--- src/verilog/rips_defines.vh ---
`ifndef RIPS_DEFINES_VH
`define RIPS_DEFINES_VH
// Register offsets (word address on the plain port)
`define RIPS_ADDR_CTRL 4'h0
`define RIPS_ADDR_EVENT 4'h1
`define RIPS_ADDR_STATUS 4'h2
// Control register field positions
`define RIPS_CTRL_PSC_LO 0
`define RIPS_CTRL_PSC_HI 1
`define RIPS_CTRL_HWFC 2
`define RIPS_CTRL_SMS_EN 3
`define RIPS_CTRL_EVR_EN 4
// Event register bits (write one to fire)
`define RIPS_EV_CALL_START 0
`define RIPS_EV_CALL_ANSWER 1
`define RIPS_EV_SMS 2
`define RIPS_EV_URC 3
`define RIPS_EV_DATA 4
`define RIPS_EV_WAKE 5
// Reset values
`define RIPS_CTRL_RESET 8'h04
// Power save configuration codes
`define RIPS_PSC_OFF 2'h0
`define RIPS_PSC_CYCLIC 2'h1
`define RIPS_PSC_RTS 2'h2
`define RIPS_PSC_DTR 2'h3
// Timing in milliseconds
`define RIPS_RI_ON_MS 1000
`define RIPS_RI_OFF_MS 4000
`define RIPS_WAKE_MS 20
`define RIPS_SLEEP_MS 2500
`endif

--- src/verilog/rips_ring_psave.v ---
`timescale 1ns/1ps
`default_nettype none
`include "rips_defines.vh"
module rips_ring_psave #(
   parameter CLK_HZ = 20000000, // System clock rate
   parameter TICKS_PER_S = CLK_HZ // Clock ticks per second
) (
   // Clock and reset
   input wire MCLK_I,
   input wire SYS_RST_I,
   // Register port
   input wire [3:0] ADDR_I,
   input wire [7:0] WDATA_I,
   input wire WR_I,
   input wire RD_I,
   output reg [7:0] RDATA_O,
   // Host control lines, low is ON
   input wire RTS_N_I,
   input wire DTR_N_I,
   output reg RI_N_O,
   output reg CTS_N_O,
   // Character strobes from and to the serial core
   input wire RX_CHAR_I,
   input wire TX_PEND_I,
   input wire BUSY_I,
   output reg RX_ACCEPT_O,
   output reg TX_GO_O,
   output reg LOW_POWER_O
);
   // Cycle counts derived from times
   // A small TICKS_PER_S shortens every time for simulation
   // Each count is loaded minus one, since zero is a live cycle
   localparam integer ON_CYC = (TICKS_PER_S / 1000) * `RIPS_RI_ON_MS;
   localparam integer OFF_CYC = (TICKS_PER_S / 1000) * `RIPS_RI_OFF_MS;
   localparam integer WAKE_CYC = (TICKS_PER_S / 1000) * `RIPS_WAKE_MS;
   localparam integer SLEEP_CYC = (TICKS_PER_S / 1000) * `RIPS_SLEEP_MS;
   // Ring state codes
   // The pulse state also serves events that land during a call
   localparam [1:0] RG_IDLE = 2'h0;
   localparam [1:0] RG_CALL_ON = 2'h1;
   localparam [1:0] RG_CALL_OFF = 2'h2;
   localparam [1:0] RG_PULSE = 2'h3;

   // Write of a given address
   function wr_hit;
      input [3:0] a;
      input [3:0] want;
      input w;
      begin
         wr_hit = w && (a == want);
      end
   endfunction

   reg [1:0] psc_q; // Power save configuration
   reg hwfc_q; // Hardware flow control enable
   reg sms_en_q; // Message arrival notification enable
   reg evr_en_q; // Event ring enable
   reg [1:0] rts_s_q; // RTS synchroniser
   reg [1:0] dtr_s_q; // DTR synchroniser
   reg rts_on_prev_q; // Previous synced RTS ON
   reg dtr_on_prev_q; // Previous synced DTR ON
   reg [1:0] rg_st_q; // Ring state
   reg [31:0] rg_cnt_q; // Ring timer
   reg uart_en_q; // UART enabled
   reg waking_q; // Wake in progress
   reg [31:0] ps_cnt_q; // Power save timer
   reg call_q; // Call ringing
   reg [1:0] rts_off_chars_q; // Characters sent since RTS off

   // Synchronised line levels, ON is low on the pin
   wire rts_on = ~rts_s_q[1];
   wire dtr_on = ~dtr_s_q[1];
   wire rts_rise = rts_on && !rts_on_prev_q;
   wire dtr_rise = dtr_on && !dtr_on_prev_q;
   wire ev_wr = wr_hit(ADDR_I, `RIPS_ADDR_EVENT, WR_I);
   wire ev_call = ev_wr && WDATA_I[`RIPS_EV_CALL_START];
   wire ev_ans = ev_wr && WDATA_I[`RIPS_EV_CALL_ANSWER];
   wire ev_sms = ev_wr && WDATA_I[`RIPS_EV_SMS] && sms_en_q;
   wire ev_gen = ev_wr && evr_en_q &&
      (WDATA_I[`RIPS_EV_URC] || WDATA_I[`RIPS_EV_DATA]);
   wire ev_pulse = ev_sms || ev_gen;
   // Host wants the UART awake for outgoing data
   wire tx_wake = ev_wr && WDATA_I[`RIPS_EV_WAKE];

   // Two-stage synchronisers for host lines
   // Reset loads the OFF level so no false ON edge follows reset
   // Only the second stage feeds any decision
   // Previous levels give the OFF-to-ON edges for the line modes
   always @(posedge MCLK_I) begin
      if (SYS_RST_I) begin
         rts_s_q <= 2'h3;
         dtr_s_q <= 2'h3;
         rts_on_prev_q <= 1'b0;
         dtr_on_prev_q <= 1'b0;
      end else begin
         rts_s_q <= {rts_s_q[0], RTS_N_I};
         dtr_s_q <= {dtr_s_q[0], DTR_N_I};
         rts_on_prev_q <= rts_on;
         dtr_on_prev_q <= dtr_on;
      end
   end

   // Mode field of a control write
   wire [1:0] psc_wr = WDATA_I[`RIPS_CTRL_PSC_HI:`RIPS_CTRL_PSC_LO];
   // RTS mode asked for together with flow control
   wire psc_refuse = (psc_wr == `RIPS_PSC_RTS) && WDATA_I[`RIPS_CTRL_HWFC];
   // Mode after the write; a refused request keeps the old mode
   wire [1:0] psc_new = psc_refuse ? psc_q : psc_wr;
   // Flow control may never be on while RTS mode holds
   wire hwfc_new = WDATA_I[`RIPS_CTRL_HWFC] && (psc_new != `RIPS_PSC_RTS);

   // Control register writes
   // New settings take effect on the edge after the write
   always @(posedge MCLK_I) begin
      if (SYS_RST_I) begin
         psc_q <= `RIPS_PSC_OFF;
         hwfc_q <= 1'b1;
         sms_en_q <= 1'b0;
         evr_en_q <= 1'b0;
      end else if (wr_hit(ADDR_I, `RIPS_ADDR_CTRL, WR_I)) begin
         // Flow control kept off if RTS mode stays in force
         hwfc_q <= hwfc_new;
         sms_en_q <= WDATA_I[`RIPS_CTRL_SMS_EN]; // Message ring enable
         evr_en_q <= WDATA_I[`RIPS_CTRL_EVR_EN]; // Event ring enable
         // Refused RTS request leaves the mode as it was
         psc_q <= psc_new;
      end
   end

   // Ring indicator sequencer
   // Textual ring notices on the data path play no part here
   // Priority: answer, then event pulse, then call start
   // A pulse during a call resumes the cadence at its off phase
   always @(posedge MCLK_I) begin
      if (SYS_RST_I) begin
         rg_st_q <= RG_IDLE;
         rg_cnt_q <= 32'h0;
         call_q <= 1'b0;
         RI_N_O <= 1'b1;
      end else begin
         if (ev_ans) begin
            // Answer ends ringing at once
            call_q <= 1'b0;
            rg_st_q <= RG_IDLE;
            rg_cnt_q <= 32'h0;
            RI_N_O <= 1'b1;
         end else if (ev_pulse) begin
            // Retrigger one second hold
            rg_st_q <= RG_PULSE;
            rg_cnt_q <= ON_CYC - 1;
            RI_N_O <= 1'b0;
         end else if (ev_call && !call_q) begin
            call_q <= 1'b1;
            rg_st_q <= RG_CALL_ON;
            rg_cnt_q <= ON_CYC - 1;
            RI_N_O <= 1'b0;
         end else begin
            case (rg_st_q)
               RG_IDLE: begin
                  RI_N_O <= 1'b1;
               end
               RG_CALL_ON: begin
                  // On phase of call cadence
                  if (rg_cnt_q == 32'h0) begin
                     rg_st_q <= RG_CALL_OFF;
                     rg_cnt_q <= OFF_CYC - 1;
                     RI_N_O <= 1'b1;
                  end else begin
                     rg_cnt_q <= rg_cnt_q - 32'h1;
                  end
               end
               RG_CALL_OFF: begin
                  // Off phase of call cadence
                  if (rg_cnt_q == 32'h0) begin
                     rg_st_q <= RG_CALL_ON;
                     rg_cnt_q <= ON_CYC - 1;
                     RI_N_O <= 1'b0;
                  end else begin
                     rg_cnt_q <= rg_cnt_q - 32'h1;
                  end
               end
               RG_PULSE: begin
                  // Event hold, then resume call cadence if ringing
                  if (rg_cnt_q == 32'h0) begin
                     rg_st_q <= call_q ? RG_CALL_OFF : RG_IDLE;
                     rg_cnt_q <= call_q ? OFF_CYC - 1 : 32'h0;
                     RI_N_O <= 1'b1;
                  end else begin
                     rg_cnt_q <= rg_cnt_q - 32'h1;
                  end
               end
               default: begin
                  rg_st_q <= RG_IDLE;
                  RI_N_O <= 1'b1;
               end
            endcase
         end
      end
   end

   // UART enable control per power save mode
   // Mode 0 keeps the UART on for good
   // Mode 1 cycles between a short awake window and a long sleep
   // Modes 2 and 3 follow the chosen host line, with a wake delay
   // Waking counts as disabled: characters are not yet recognised
   always @(posedge MCLK_I) begin
      if (SYS_RST_I) begin
         uart_en_q <= 1'b1;
         waking_q <= 1'b0;
         ps_cnt_q <= 32'h0;
      end else begin
         case (psc_q)
            `RIPS_PSC_OFF: begin
               // Always enabled
               uart_en_q <= 1'b1;
               waking_q <= 1'b0;
               ps_cnt_q <= 32'h0;
            end
            `RIPS_PSC_CYCLIC: begin
               if (waking_q) begin
                  // Wake-up delay running
                  if (ps_cnt_q == 32'h0) begin
                     waking_q <= 1'b0;
                     uart_en_q <= 1'b1;
                     ps_cnt_q <= WAKE_CYC - 1;
                  end else begin
                     ps_cnt_q <= ps_cnt_q - 32'h1;
                  end
               end else if (uart_en_q) begin
                  // Awake window, traffic extends it
                  if (RX_CHAR_I || TX_PEND_I || tx_wake) begin
                     ps_cnt_q <= WAKE_CYC - 1;
                  end else if (ps_cnt_q == 32'h0) begin
                     uart_en_q <= 1'b0;
                     ps_cnt_q <= SLEEP_CYC - 1;
                  end else begin
                     ps_cnt_q <= ps_cnt_q - 32'h1;
                  end
               end else if ((RX_CHAR_I && !hwfc_q) || TX_PEND_I || tx_wake) begin
                  // Wake character dropped, wake after delay
                  waking_q <= 1'b1;
                  ps_cnt_q <= WAKE_CYC - 1;
               end else if (ps_cnt_q == 32'h0) begin
                  uart_en_q <= 1'b1;
                  ps_cnt_q <= WAKE_CYC - 1;
               end else begin
                  ps_cnt_q <= ps_cnt_q - 32'h1;
               end
            end
            default: begin
               // RTS or DTR controlled with wake delay
               if ((psc_q == `RIPS_PSC_RTS) ? !rts_on : !dtr_on) begin
                  uart_en_q <= 1'b0;
                  waking_q <= 1'b0;
               end else if ((psc_q == `RIPS_PSC_RTS) ? rts_rise : dtr_rise) begin
                  waking_q <= 1'b1;
                  ps_cnt_q <= WAKE_CYC - 1;
               end else if (waking_q) begin
                  if (ps_cnt_q == 32'h0) begin
                     waking_q <= 1'b0;
                     uart_en_q <= 1'b1;
                  end else begin
                     ps_cnt_q <= ps_cnt_q - 32'h1;
                  end
               end
            end
         endcase
      end
   end

   // Character count after RTS goes off
   // Saturates at two; the host must still take those two
   // Cleared as soon as the synchronised line is back ON
   always @(posedge MCLK_I) begin
      if (SYS_RST_I) begin
         rts_off_chars_q <= 2'h0;
      end else if (rts_on) begin
         rts_off_chars_q <= 2'h0;
      end else if (TX_GO_O && rts_off_chars_q != 2'h2) begin
         rts_off_chars_q <= rts_off_chars_q + 2'h1;
      end
   end

   // Gating outputs and read data
   // All outputs leave flip-flops, so each lags its cause by one edge
   // Transmit grants never fall on two edges in a row
   // Read data stand for one cycle, then return to zero
   // Low power is only offered when nothing else keeps the part busy
   always @(posedge MCLK_I) begin
      if (SYS_RST_I) begin
         RX_ACCEPT_O <= 1'b0;
         TX_GO_O <= 1'b0;
         CTS_N_O <= 1'b1;
         LOW_POWER_O <= 1'b0;
         RDATA_O <= 8'h00;
      end else begin
         // Receive only when enabled; line modes gate by line level
         RX_ACCEPT_O <= RX_CHAR_I && uart_en_q && !waking_q &&
            !(psc_q == `RIPS_PSC_RTS && !rts_on) &&
            !(psc_q == `RIPS_PSC_DTR && !dtr_on);
         // Flow control holds transmit once two characters have gone with RTS off
         TX_GO_O <= TX_PEND_I && !TX_GO_O &&
            (!hwfc_q || rts_on || rts_off_chars_q != 2'h2);
         CTS_N_O <= !(uart_en_q && !waking_q);
         LOW_POWER_O <= (psc_q != `RIPS_PSC_OFF) && !uart_en_q &&
            !waking_q && !BUSY_I && !TX_PEND_I;
         if (RD_I) begin
            case (ADDR_I)
               `RIPS_ADDR_CTRL: RDATA_O <= {3'h0, evr_en_q, sms_en_q, hwfc_q, psc_q};
               `RIPS_ADDR_STATUS: RDATA_O <= {call_q, RI_N_O, rg_st_q, rts_on,
                  dtr_on, waking_q, uart_en_q};
               default: RDATA_O <= 8'h00;
            endcase
         end else begin
            RDATA_O <= 8'h00;
         end
      end
   end
endmodule // rips_ring_psave
`default_nettype wire

--- config.mk ---
export PLATFORM = sky130hd
export DESIGN_NAME = rips_ring_psave
export DESIGN_NICKNAME = d
export VERILOG_FILES = /design/src/verilog/rips_ring_psave.v
export VERILOG_INCLUDE_DIRS = /design/src /design/src/verilog
export SDC_FILE = /design/constraint.sdc
export NUM_CORES = 1
export LEC_CHECK = 0
export BUFFER_PORTS_ARGS = -buffer_cell sky130_fd_sc_hd__buf_4
export CORE_AREA = 2 2 122 124
export DETAILED_ROUTE_END_ITERATION = 8
export DIE_AREA = 0 0 124 126
export GPL_TIMING_DRIVEN = 0
export SLEW_MARGIN = 20
export SYNTH_ARGS = -nofsm -noshare
export SYNTH_HDL_FRONTEND = slang
export SYNTH_SLANG_ARGS = --single-unit
--- constraint.sdc ---
create_clock -name MCLK_I -period 4 [get_ports MCLK_I]
set_clock_uncertainty 0.15 [all_clocks]
set_input_delay 1 -clock MCLK_I [delete_from_list [all_inputs] [get_ports MCLK_I]]
set_output_delay 1 -clock MCLK_I [all_outputs]
set_load 0.02 [all_outputs]
# ---- Yosys cells after proc, flatten, opt, wreduce, memory -nomap -nowiden
# Cells that the tools add are included.
# W data, S select, Z words.
dict set report totals {
  register_bits 95
  out_inout_bits 13
}
dict set report op_classes {
  n_addsub 3
  n_eq_ne 18
  muxes 52
  bitwise_logic 4
  reduce_logical 69
}
# op count
set op_table {}
lappend op_table {{$mux W32} 13}
lappend op_table {{$pmux W32 S3} 1}
lappend op_table {{$logic_not A32 Y1} 2}
lappend op_table {{$pmux W32 S2} 1}
lappend op_table {{$sub A32 B1 Y32 const B} 2}
lappend op_table {{$mux W25} 2}
lappend op_table {{$logic_and A1 B1 Y1} 29}
lappend op_table {{$mux W27} 1}
lappend op_table {{$mux W1} 22}
lappend op_table {{$pmux W8 S2} 1}
lappend op_table {{$mux W2} 7}
lappend op_table {{$logic_not A1 Y1} 12}
lappend op_table {{$ne A4 B4 Y1 const B} 3}
lappend op_table {{$eq A2 B2 Y1 const B} 5}
lappend op_table {{$logic_or A1 B1 Y1} 8}
lappend op_table {{$ne A4 B2 Y1 const B} 2}
lappend op_table {{$reduce_bool A4 Y1} 2}
lappend op_table {{$reduce_or A2 Y1} 4}
lappend op_table {{$pmux W2 S3} 1}
lappend op_table {{$reduce_and A2 Y1} 3}
lappend op_table {{$reduce_bool A5 Y1} 1}
lappend op_table {{$eq A2 B1 Y1 const B} 2}
lappend op_table {{$eq A4 B1 Y1 const B} 1}
lappend op_table {{$eq A4 B2 Y1 const B} 1}
lappend op_table {{14 further kinds} 20}

# ---- Depth between registers and ports, before layout
# Gate-level depths: netlist of the first run.
dict set report depth {
  depth_word 8
  depth_mapped 10
  depth_no_buf 8
}

# ---- Worst setup path after synthesis of the first run
# OpenSTA, ideal clock, no wires.
dict set report synth_timing {
  path_type {input to register}
  startpoint {input TX_PEND_I}
  endpoint {register ps_cnt_q[13]}
  setup_time_ps 103
  arrival_ps 2678
  required_time_ps 3747
  slack_ps 1069
  path_stages 6
  path_buffers 0
  cell_sequence {or4b_2 a21oi_1 a21oi_1 o21a_1 nor3b_2 a2111oi_2}
}
dict set report synth_between {
  elab_chain_len 6
  elab_cells_between_ends 9
  cone_classes {mux (5); reduce/logical (4)}
}
# item line_no
set synth_lines {}
lappend synth_lines {{start, declared} rips_ring_psave.v:24} ;# input wire TX_PEND_I,
lappend synth_lines {{$logic_or A1 B1 Y1 (on tied branches) (2 in series)} {rips_ring_psave.v:239, rips_ring_psave.v:231}}
lappend synth_lines {{$mux W32 (on tied branches)} {rips_ring_psave.v:239, rips_ring_psave.v:231}}
lappend synth_lines {{$mux W32 (*)} rips_ring_psave.v:229} ;# end else if (uart_en_q) begin
lappend synth_lines {{$mux W32 (*)} rips_ring_psave.v:220} ;# if (waking_q) begin
lappend synth_lines {{$pmux W32 S2 (*)} rips_ring_psave.v:212} ;# case (psc_q)
lappend synth_lines {{end signal, assigned} rips_ring_psave.v:225} ;# ps_cnt_q <= WAKE_CYC - 1;
lappend synth_lines {{end signal, assigned} rips_ring_psave.v:232} ;# ps_cnt_q <= WAKE_CYC - 1;
lappend synth_lines {{end signal, assigned} rips_ring_psave.v:242} ;# ps_cnt_q <= WAKE_CYC - 1;
lappend synth_lines {{end, declared} rips_ring_psave.v:66} ;# reg [31:0] ps_cnt_q;
# Mark *: on every way between the ends. The rest lies on a longest branch, timed or not.
# A chain may end at the register's enable or synchronous reset.

# ---- Final worst setup path of the first run
dict set report layout_timing {
  startpoint {register ps_cnt_q[0]}
  endpoint {register ps_cnt_q[29]}
}
dict set report layout_between {
  elab_chain_len 6
  elab_cells_between_ends 15
  cone_classes {add/sub (1); eq/ne (1); mux (11); reduce/logical (2)}
}
# item line_no
set layout_lines {}
lappend layout_lines {{start signal, assigned} rips_ring_psave.v:225}
lappend layout_lines {{start signal, assigned} rips_ring_psave.v:227} ;# ps_cnt_q <= ps_cnt_q - 32'h1;
lappend layout_lines {{start signal, assigned} rips_ring_psave.v:232}
lappend layout_lines {{$sub A32 B1 Y32 or $logic_not A32 Y1 (tied branches)} -}
lappend layout_lines {{$mux W32 (on tied branches)} -}
lappend layout_lines {{$mux W32 (on tied branches)} {rips_ring_psave.v:258, rips_ring_psave.v:231, rips_ring_psave.v:239}}
lappend layout_lines {{$mux W32 (on tied branches)} {rips_ring_psave.v:255, rips_ring_psave.v:229}}
lappend layout_lines {{$mux W32 (on tied branches)} {rips_ring_psave.v:252, rips_ring_psave.v:220}}
lappend layout_lines {{$pmux W32 S2} rips_ring_psave.v:212}
# Parallel ways exist; a longest one is shown, timed or not. The select of a mux whose other input is x is not followed.

==> reports/metrics.csv, run 1 <==
metric,value,unit
relative slew slack,42.50,%
number of enable flip-flop cells after synthesis,0,
Reg2Reg Launch Point,ps_cnt_q[0],
die width,124,microns
placement row count,44,
nets@finish,733,
RSZ-0062 raised after global routing,no,
MaxCap Viol Count,0,
gpl congestion,0.9442,
Lkg Pwr,2.372,nW
critical path startpoint,ps_cnt_q[0],
Critical Path Sink Type,flop,
final worst-path cycle share,75.85,%
Main synth FF type,dfxtp_1,
Post-synth ARST share,0,%
Die Y,126,microns
worst-margin pin slew,858.5,ps
post-synthesis cell count,667,
clk buf depth,2,
postcts setup bufs,0,
crit-path max FO,10,
Peak VDD IR,0.4803,mV
Root Driver,clkbuf_16,
Top Metal Used,met4,
fillers,1471,
Final Setup Violations,0,
Num CTS Buffers,9,
"flops & latches, synth",95,
All-Layer GR Usage,19.52,%
Peak Freq,329.6,MHz
CP Launch Type,flop,
Syn. warnings,0,
worst slack at placement,650.1,ps
total grt overflow,0,
min Tclk post-route,3034,ps
drt via density,5.831,
final hold vios,0,
multi-input logic area,3079,sq um
CP Data Arrival Time,3110,ps
pin count of the biggest net entering global routing,20,
antenna-violating nets left,0,
Worst-path clk slew,80,ps
CTS tree,built,
layout cells sized above 1,10.80,%
met2 wire length,6.765,mm
post-synthesis sequential area ratio,36.75,%
initial antenna violation count,0,
Worst Path Required,4070,ps
worst hold path startpoint,dtr_s_q[0],
setup TNS,0,ps
die area,15620,sq um
# DRC,0,
CTS H-Tree Depth,3,
WL met3,941,microns
Max Transition Viols Final,0,
DP Wirelength,10.83,mm
CTS hold repair buffers,0,
Port Buf Inserts,30,
CTS Sinks,95,
worst min-delay path class,reg2reg,
Starting DRT DRC Count,485,
Power Density,779.7,nW/um^2
via count,5230,
vias in the first global route,4825,
final worst setup slack,966.1,ps
crit path kind,reg2reg,
Post-Syn Nets,692,
Met1 Wirelength,6.755,mm
Register Area,1902,sq um
ANT cells,0,
global-route wire length before repair,24.41,mm
DRT Wirelength,14.71,mm
Initial Util,36.15,%
I/O pins,34,
routed len/inst,16.40,microns
core area,14310,sq um
status,"complete, no violations",
post-synth cell types,70,
synthesized area,5175,sq um
number of gates resized after CTS,0,
mean post-synth cell area,7.759,sq um
area delta synth->final,14.48,%
DR pass1 iterations,5,
worst-skew pair later-pin latency,360,ps
registers in the layout, summed over array words and instances (netlist names), 2 cells and up:
register / count
rg_st_q: 2
rts_s_q: 2
psc_q: 2
dtr_s_q: 2
ps_cnt_q: 32
rts_off_chars_q: 2
rg_cnt_q: 32
RDATA_O: 8
critical path: stages, from the launching register on:
cell	delay (ps)
dfxtp_1	320
inv_1	120
ha_1	240
or4b_1	560
nor4_4	340
nand4b_1	200
o2111ai_1	420
clkbuf_1	440
nor2_1	110
power breakdown:
part	total [W]	internal (W)	switching [W]
clock	0.000859	0.000442	0.000418
sequential	0.00126	0.00109	0.000169
combinational	0.00250	0.000844	0.00165
per-layer routing:
layer / track usage (%) / vias to the layer above
li1: - / 2557
met1: 26.50 / 2459
met2: 30.61 / 189
met3: 4.801 / 25
met4: 5.750 / 0
met5: 0 / -
cell type report:
cell class | instances | area share [%]
Clock buffer | 9 | 3.801
Timing Repair Buffer | 30 | 3.801
Buffer | 33 | 2.386
Clock inverter | 7 | 1.162
Sequential cell | 95 | 32.10
Inverter | 14 | 0.8870
Tap cell | 184 | 3.886
Multi-Input combinational cell | 525 | 51.97
worst paths after layout:
path                        to  slack [ps]  depth (start not counted)
setup / recovery  ps_cnt_q[29]         970                          8
hold / removal      dtr_s_q[1]         260                          1
setup reg to reg  ps_cnt_q[29]         970                          8
hold reg to reg     dtr_s_q[1]         260                          1
logic make-up after synthesis:
group,count (synthesis),synth area share (%)
flip-flops,95,36.75
AO/OA/AOI/OAI,187,22.99
multiplexers,3,0.6044
buffers and inverters,47,3.747
adder cells (fa/ha/maj),4,0.9672
XOR/XNOR,25,4.231
AND/OR/NAND/NOR,306,30.71
through the flow:
| step | hold WS, ps | util, % | instances | instance area (sq um) | total power (W) |
|---|---|---|---|---|---|
| 2_1_floorplan | 239.5 | - | 667 | 5175 | 0.003063 |
| 3_3_place_gp | 245.6 | 39.34 | 881 | 5630 | 0.003689 |
| 3_5_place_dp | 246.9 | 39.34 | 881 | 5630 | 0.003713 |
| 4_1_cts | 265.6 | 41.39 | 897 | 5924 | 0.004590 |
| 5_1_grt | 289.4 | 41.39 | 897 | 5924 | 0.004967 |
| 6_report | 262.6 | 41.39 | 897 | 5924 | 0.004619 |
synth_stat cells, types with 15 or more instances:
| cell | n | area [sq um] |
|---|---|---|
| a21oi_1 | 60 | 300.3 |
| a31oi_1 | 15 | 93.84 |
| clkbuf_1 | 25 | 93.84 |
| dfxtp_1 | 95 | 1902 |
| nand2_1 | 59 | 221.5 |
| nand3_1 | 23 | 115.1 |
| nand4_1 | 16 | 100.1 |
| nor2_1 | 81 | 304.0 |
| nor3_1 | 37 | 185.2 |
| o21ai_0 | 47 | 235.2 |
| xor2_1 | 16 | 140.1 |
cells in the final DEF, fill, tap and decap left out, types with 5 or more instances in the layout:
master     netlist  routed
nor4_1          14      14
buf_4            1      31
nor3b_1          5       5
and3_1           6       6
o211a_1          5       5
nor3_1          37      37
xnor2_1          9       9
clkbuf_1        25      25
nand4_1         16      16
a21oi_1         60      60
a21o_1           5       5
or2_2           10      10
nor2b_1          5       5
nand2_1         59      59
a31oi_1         15      15
or3_1           14      14
inv_1           13      13
clkbuf_16        0       9
dfxtp_1         95      95
nor2_1          81      81
nand3_1         23      23
buf_2            5       5
nand2b_1         5       5
a211oi_1         9       9
xor2_1          16      16
and2_1           7       7
o21ai_0         47      47
Power figures use the tool's default switching activity.
==> run 2: changes to the inputs <==
Clock period 4 ns to 2.7 ns, I/O delays scaled along.
==> reports/metrics.csv, run 2 (synthesized netlist as in run 1, its figures left out) <==
metric,value,unit,change
relative slew slack,55.29,%,+13 points
DRT Wirelength,14.87,mm,+1.1%
Num CTS Buffers,9,,unchanged
Worst Path Required,2850,ps,-1220 ps
drt via density,5.764,,-1.1%
Starting DRT DRC Count,423,,-13%
CTS Sinks,95,,unchanged
global-route wire length before repair,24.65,mm,+0.96%
layout cells sized above 1,14.29,%,+3.5 points
Power Density,1158,nW/um^2,+49%
Die Y,126,microns,unchanged
DP Wirelength,10.83,mm,unchanged
"most common cell after layout, fill and taps aside",dfxtp_1,,
Peak Freq,379.4,MHz,+15%
Final Setup Violations,0,,unchanged
placed cell count,881,,unchanged
status,"complete, no violations",,
placement row count,44,,unchanged
most frequent cells in the layout,"dfxtp_1, nor2_1, nand2_1, a21oi_1, o21ai_0",,
Lkg Pwr,2.415,nW,+1.8%
crit-path max FO,9,,-1
multi-input logic area,3202,sq um,+4.0%
Peak VDD IR,0.7386,mV,+54%
Worst-path clk slew,80,ps,about the same
crit-path leading delay family,simple AND/OR/NAND/NOR gates,,
CTS H-Tree Depth,3,,unchanged
# DRC,0,,unchanged
CP Launch Type,flop,,
via count,5176,,-1.0%
total grt overflow,0,,unchanged
ANT cells,0,,unchanged
Reg power frac,26.8,%,-0.5 points
worst-margin pin slew,668.2,ps,-190.3 ps
reg2reg end,ps_cnt_q[11],,
I/O pins,34,,unchanged
Critical Path Sink Type,flop,,
core area,14310,sq um,unchanged
instance count on the critical path,6,,-2
routed len/inst,16.56,microns,+1.0%
fillers,1451,,-1.4%
worst slack at placement,-324.9,ps,-975.0 ps
CP Data Arrival Time,2780,ps,-330 ps
setup TNS,0,ps,unchanged
cell-internal power,0.003626,W,+52%
"critical path, cell by cell",or4_1 > or3_1 > clkbuf_1 > or3_1 > o311ai_0 > a32o_1,,
Max Transition Viols Final,0,,unchanged
MaxCap Viol Count,0,,unchanged
antenna-violating nets left,0,,unchanged
CP bufs+invs,1,,-1
Slowest cell on crit path,or4_1,,
Register Area,1902,sq um,unchanged
Port Buf Inserts,30,,unchanged
CP peak stage delay,550,ps,about the same
gpl congestion,0.9442,,unchanged
All-Layer GR Usage,19.67,%,+0.16 points
area delta synth->final,17.48,%,
CTS hold repair buffers,0,,unchanged
biggest regs,"ps_cnt_q: 32 flops, rg_cnt_q: 32 flops, RDATA_O: 8 flops",,
pin count of the biggest net entering global routing,20,,unchanged
worst-skew pair later-pin latency,360,ps,about the same
initial antenna violation count,0,,unchanged
Sw Ratio,48.51,%,about the same
clk buf depth,2,,unchanged
worst min-delay path class,reg2reg,,
fin cells,898,,+0.11%
Final Util,42.47,%,+1.1 points
Most common cell on crit path,or3_1,,
DR pass1 iterations,5,,unchanged
Reg2Reg Launch Point,ps_cnt_q[0],,
Root Driver,clkbuf_16,,
final worst-path cycle share,97.63,%,+22 points
hold slack,262.4,ps,-0.1730 ps
die width,124,microns,unchanged
Worst setup endpoint,ps_cnt_q[11],,
vias in the first global route,4925,,+2.1%
die area,15620,sq um,unchanged
Initial Util,36.15,%,unchanged
Comb power frac,55.1,%,+1.0 points
critical path startpoint,ps_cnt_q[0],,
reg2reg path depth,6,,-2
CTS tree,built,,
crit path kind,reg2reg,,
nets@finish,734,,+0.14%
worst reg-to-reg setup slack,60,ps,-900 ps
switching pwr,0.003416,W,+53%
final hold vios,0,,unchanged
min Tclk post-route,2636,ps,-397.8 ps
Clk pwr share,18.1,%,-0.5 points
final worst setup slack,63.96,ps,-902.2 ps
run 2: per-stage QoR:
step | area, sq um | total power (W)
floorplan | 5175 | 0.004537
global placement | 5630 | 0.005465
detailed placement | 5630 | 0.005501
CTS | 6030 | 0.006962
global route | 6080 | 0.007562
finish | 6080 | 0.007042
run 2: repair_timing:
action | 4_1_cts | 5_1_grt
endpoints found under the setup margin | 56 | 53
resized for setup | 17 | 20
pin swaps | 6 | 3
setup buffers | 4 | 0
run 2: worst min path at each step:
stage	depth (start not counted)	endpoint	from	slack, ps
floorplan	1	dtr_s_q[1]	dtr_s_q[0]	240
global placement	1	dtr_s_q[1]	dtr_s_q[0]	250
detailed placement	1	dtr_s_q[1]	dtr_s_q[0]	250
CTS	1	dtr_s_q[1]	dtr_s_q[0]	270
global route	1	rts_s_q[1]	rts_s_q[0]	290
finish	1	dtr_s_q[1]	dtr_s_q[0]	260
run 2: layer usage:
| layer | up-vias | wire (microns) | GRT usage [%] |
|---|---|---|---|
| met3 | 19 | 811 | 4.665 |
| met2 | 143 | 6932 | 30.77 |
| met5 | - | 0 | 0 |
| met1 | 2457 | 6928 | 26.47 |
| met4 | 0 | 200 | 6.808 |
| li1 | 2557 | - | - |
run 2: area by class of cell:
cell class | instances | area share [%]
multi-input combinational | 525 | 52.67
sequential | 95 | 31.28
inverter | 14 | 0.8644
buffer | 30 | 2.305
timing repair buffer | 34 | 4.260
clock buffer | 9 | 3.704
tap | 184 | 3.787
clock inverter | 7 | 1.132
run 2: power groups by stage:
stage	clock [W]	sequential, W	combinational [W]
global placement	0	0.00188	0.00358
finish	0.00127	0.00189	0.00388
detailed placement	0	0.00189	0.00361
CTS	0.00131	0.00187	0.00378
floorplan	0	0.00183	0.00271
global route	0.00137	0.00191	0.00428
==> run 3: changes to the inputs <==
Settings changed: ABC_AREA from default to 1, CORE_AREA 2 2 122 124 to 2 2 130 132, DIE_AREA 0 0 124 126 to 0 0 132 134.
==> reports/metrics.csv, run 3 <==
metric,value,unit,change
antenna-violating nets left,0,,unchanged
drt via density,4.891,,-15%
Critical Path Sink Type,flop,,
CP Launch Type,flop,,
All-Layer GR Usage,18.76,%,-0.92 points
Worst-path clk slew,80,ps,about the same
Post-synth ARST share,0,%,unchanged
Power Density,1487,nW/um^2,+28%
placement row count,47,,+6.8%
# DRC,0,,unchanged
"top cells by area, synth","dfxtp_1, nand2_1, nor2_1",,
layout cells sized above 1,10.37,%,-3.9 points
Final Util,41.26,%,-1.2 points
"flops & latches, synth",95,,unchanged
CTS H-Tree Depth,3,,unchanged
Syn. warnings,0,,unchanged
Slowest cell on crit path,dfxtp_1,,
CTS tree,built,,
Main synth FF type,dfxtp_1,,
clk buf depth,2,,unchanged
Commonest cells post-synth,"nand2_1, nor2_1, inv_1",,
area delta synth->final,13.43,%,
relative slew slack,58.23,%,+2.9 points
Lkg Pwr,3.314,nW,+37%
via count,6030,,+16%
I/O pins,34,,unchanged
routed len/inst,13.27,microns,-20%
core area,16290,sq um,+14%
Hold EP,dtr_s_q[1],,
min Tclk post-route,2394,ps,-242.1 ps
DP Wirelength,12.43,mm,+15%
Worst Path Required,2820,ps,-30 ps
Reg2Reg Launch Point,ps_cnt_q[0],,
Starting DRT DRC Count,400,,-5.4%
status,"complete, no violations",,
Yosys top cell area share,32.09,%,-4.7 points
postcts setup bufs,0,,-4
setup TNS,0,ps,unchanged
DRT Wirelength,16.36,mm,+10%
CTS Sinks,95,,unchanged
Synth area leader,dfxtp_1,,
Most common cell on crit path,nand2_1,,
synthesized area,5926,sq um,+15%
reg2reg end,ps_cnt_q[18],,
mean post-synth cell area,6.128,sq um,-21%
worst-skew pair later-pin latency,360,ps,about the same
CP Data Arrival Time,2520,ps,-260 ps
worst reg-to-reg setup slack,310,ps,+240 ps
DR pass1 iterations,5,,unchanged
die area,17690,sq um,+13%
Final Setup Violations,0,,unchanged
worst-margin pin slew,626.6,ps,-41.62 ps
final worst-path cycle share,88.66,%,-9.0 points
total grt overflow,0,,unchanged
biggest regs,"ps_cnt_q: 32 flops, rg_cnt_q: 32 flops, RDATA_O: 8 flops",,
reg2reg path depth,12,,+6
nets@finish,1033,,+41%
post-synth cell types,43,,-39%
ANT cells,0,,unchanged
Post-Syn Nets,992,,+43%
number of gates resized after CTS,0,,-17
Peak VDD IR,1.478,mV,+100%
crit-path max FO,8,,-1
final hold vios,0,,unchanged
post-synthesis sequential area ratio,32.09,%,-4.7 points
"critical path, cell by cell",inv_1 > ha_1 > inv_1 > nor2_1 > nand3_1 > nor2_2 > nand4_2 > nand2_1 > nand2_1 > nand2_1 > nand2_1 > a21oi_1,,
pin count of the biggest net entering global routing,20,,unchanged
initial antenna violation count,0,,unchanged
gpl congestion,0.9110,,-3.5%
global-route wire length before repair,26.62,mm,+8.0%
number of enable flip-flop cells after synthesis,0,,unchanged
worst min-delay path class,reg2reg,,
Die Y,134,microns,+6.3%
worst hold path startpoint,dtr_s_q[0],,
Root Driver,clkbuf_16,,
vias in the first global route,5357,,+8.8%
Num CTS Buffers,9,,unchanged
crit path kind,reg2reg,,
CP peak stage delay,300,ps,-250 ps
Port Buf Inserts,30,,unchanged
"most common cell after layout, fill and taps aside",nand2_1,,
CP bufs+invs,2,,+1
crit-path leading delay family,simple AND/OR/NAND/NOR gates,,
CTS hold repair buffers,0,,unchanged
MaxCap Viol Count,0,,unchanged
worst hold path depth,1,,unchanged
die width,132,microns,+6.5%
Peak Freq,417.7,MHz,+10%
RSZ-0062 raised after global routing,no,,
Initial Util,36.38,%,+0.22 points
most frequent cells in the layout,"nand2_1, nor2_1, inv_1",,
most frequent cell after synthesis,nand2_1,,
Max Transition Viols Final,0,,unchanged
post-synthesis cell count,967,,+45%
[run 3: cell families (layout without fill, tap and decap cells)]
kind of cell             count (synthesis)  count (layout)  share of synthesized area [%]
AO/OA/AOI/OAI                          135             135                          12.14
XOR/XNOR                                25              25                          3.695
adder cells (fa/ha/maj)                  4               4                         0.8446
buffers and inverters                  138             184                          9.607
flip-flops                              95              95                          32.09
AND/OR/NAND/NOR                        570             570                          41.62
[run 3: final cells by class]
class,count,area (sq um)
Tap cell,220,275.3
Inverter,118,442.9
Timing Repair Buffer,30,225.2
Clock inverter,7,70.07
Sequential cell,95,1902
Multi-Input combinational cell,734,3455
Clock buffer,9,225.2
Buffer,20,126.4
Fill cell,1773,9568
[run 3: worst register-to-register path, delay by kind of cell, from the launching register on]
family          cells  cell delay (ps)
simple gates        8             1250
buf+inv             2              170
flops               1              300
compound gates      1              160
fa+ha+maj           1              280
[run 3: power by group]
part,internal (W),total (W),switching (W)
combinational,0.00228,0.00682,0.00454
sequential,0.00164,0.00188,0.000244
clock,0.000653,0.00129,0.000636
[run 3: layer usage]
layer	track usage, %	routed length (microns)	vias to the layer above
met5	0	0	-
met4	6.159	289	0
met3	3.175	735	25
met2	31.51	7704	145
met1	24.54	7635	2700
li1	-	-	3160
[run 3: metrics by stage]
stage / hold WS (ps) / area, sq um / setup slack (ps) / total power, W / instances
floorplan: 239.5 / 5926 / 605.5 / 0.007839 / 967
global route: 307.5 / 6721 / 113.4 / 0.009343 / 1233
CTS: 287.9 / 6721 / 325.6 / 0.009789 / 1233
global placement: 266.1 / 6426 / 116.6 / 0.008430 / 1217
detailed placement: 268.5 / 6426 / 111.4 / 0.008457 / 1217
finish: 289.4 / 6721 / 306.1 / 0.009995 / 1233
[run 3: worst max path at each step]
| stage | end | startpoint | depth (start not counted) |
|---|---|---|---|
| after floorplan | rg_cnt_q[29] | ADDR_I[3] | 11 |
| after global placement | ps_cnt_q[18] | ADDR_I[3] | 10 |
| after detailed placement | ps_cnt_q[18] | ADDR_I[3] | 10 |
| after CTS | ps_cnt_q[18] | ps_cnt_q[0] | 12 |
| after global routing | ps_cnt_q[9] | ps_cnt_q[0] | 14 |
| final | ps_cnt_q[18] | ps_cnt_q[0] | 12 |
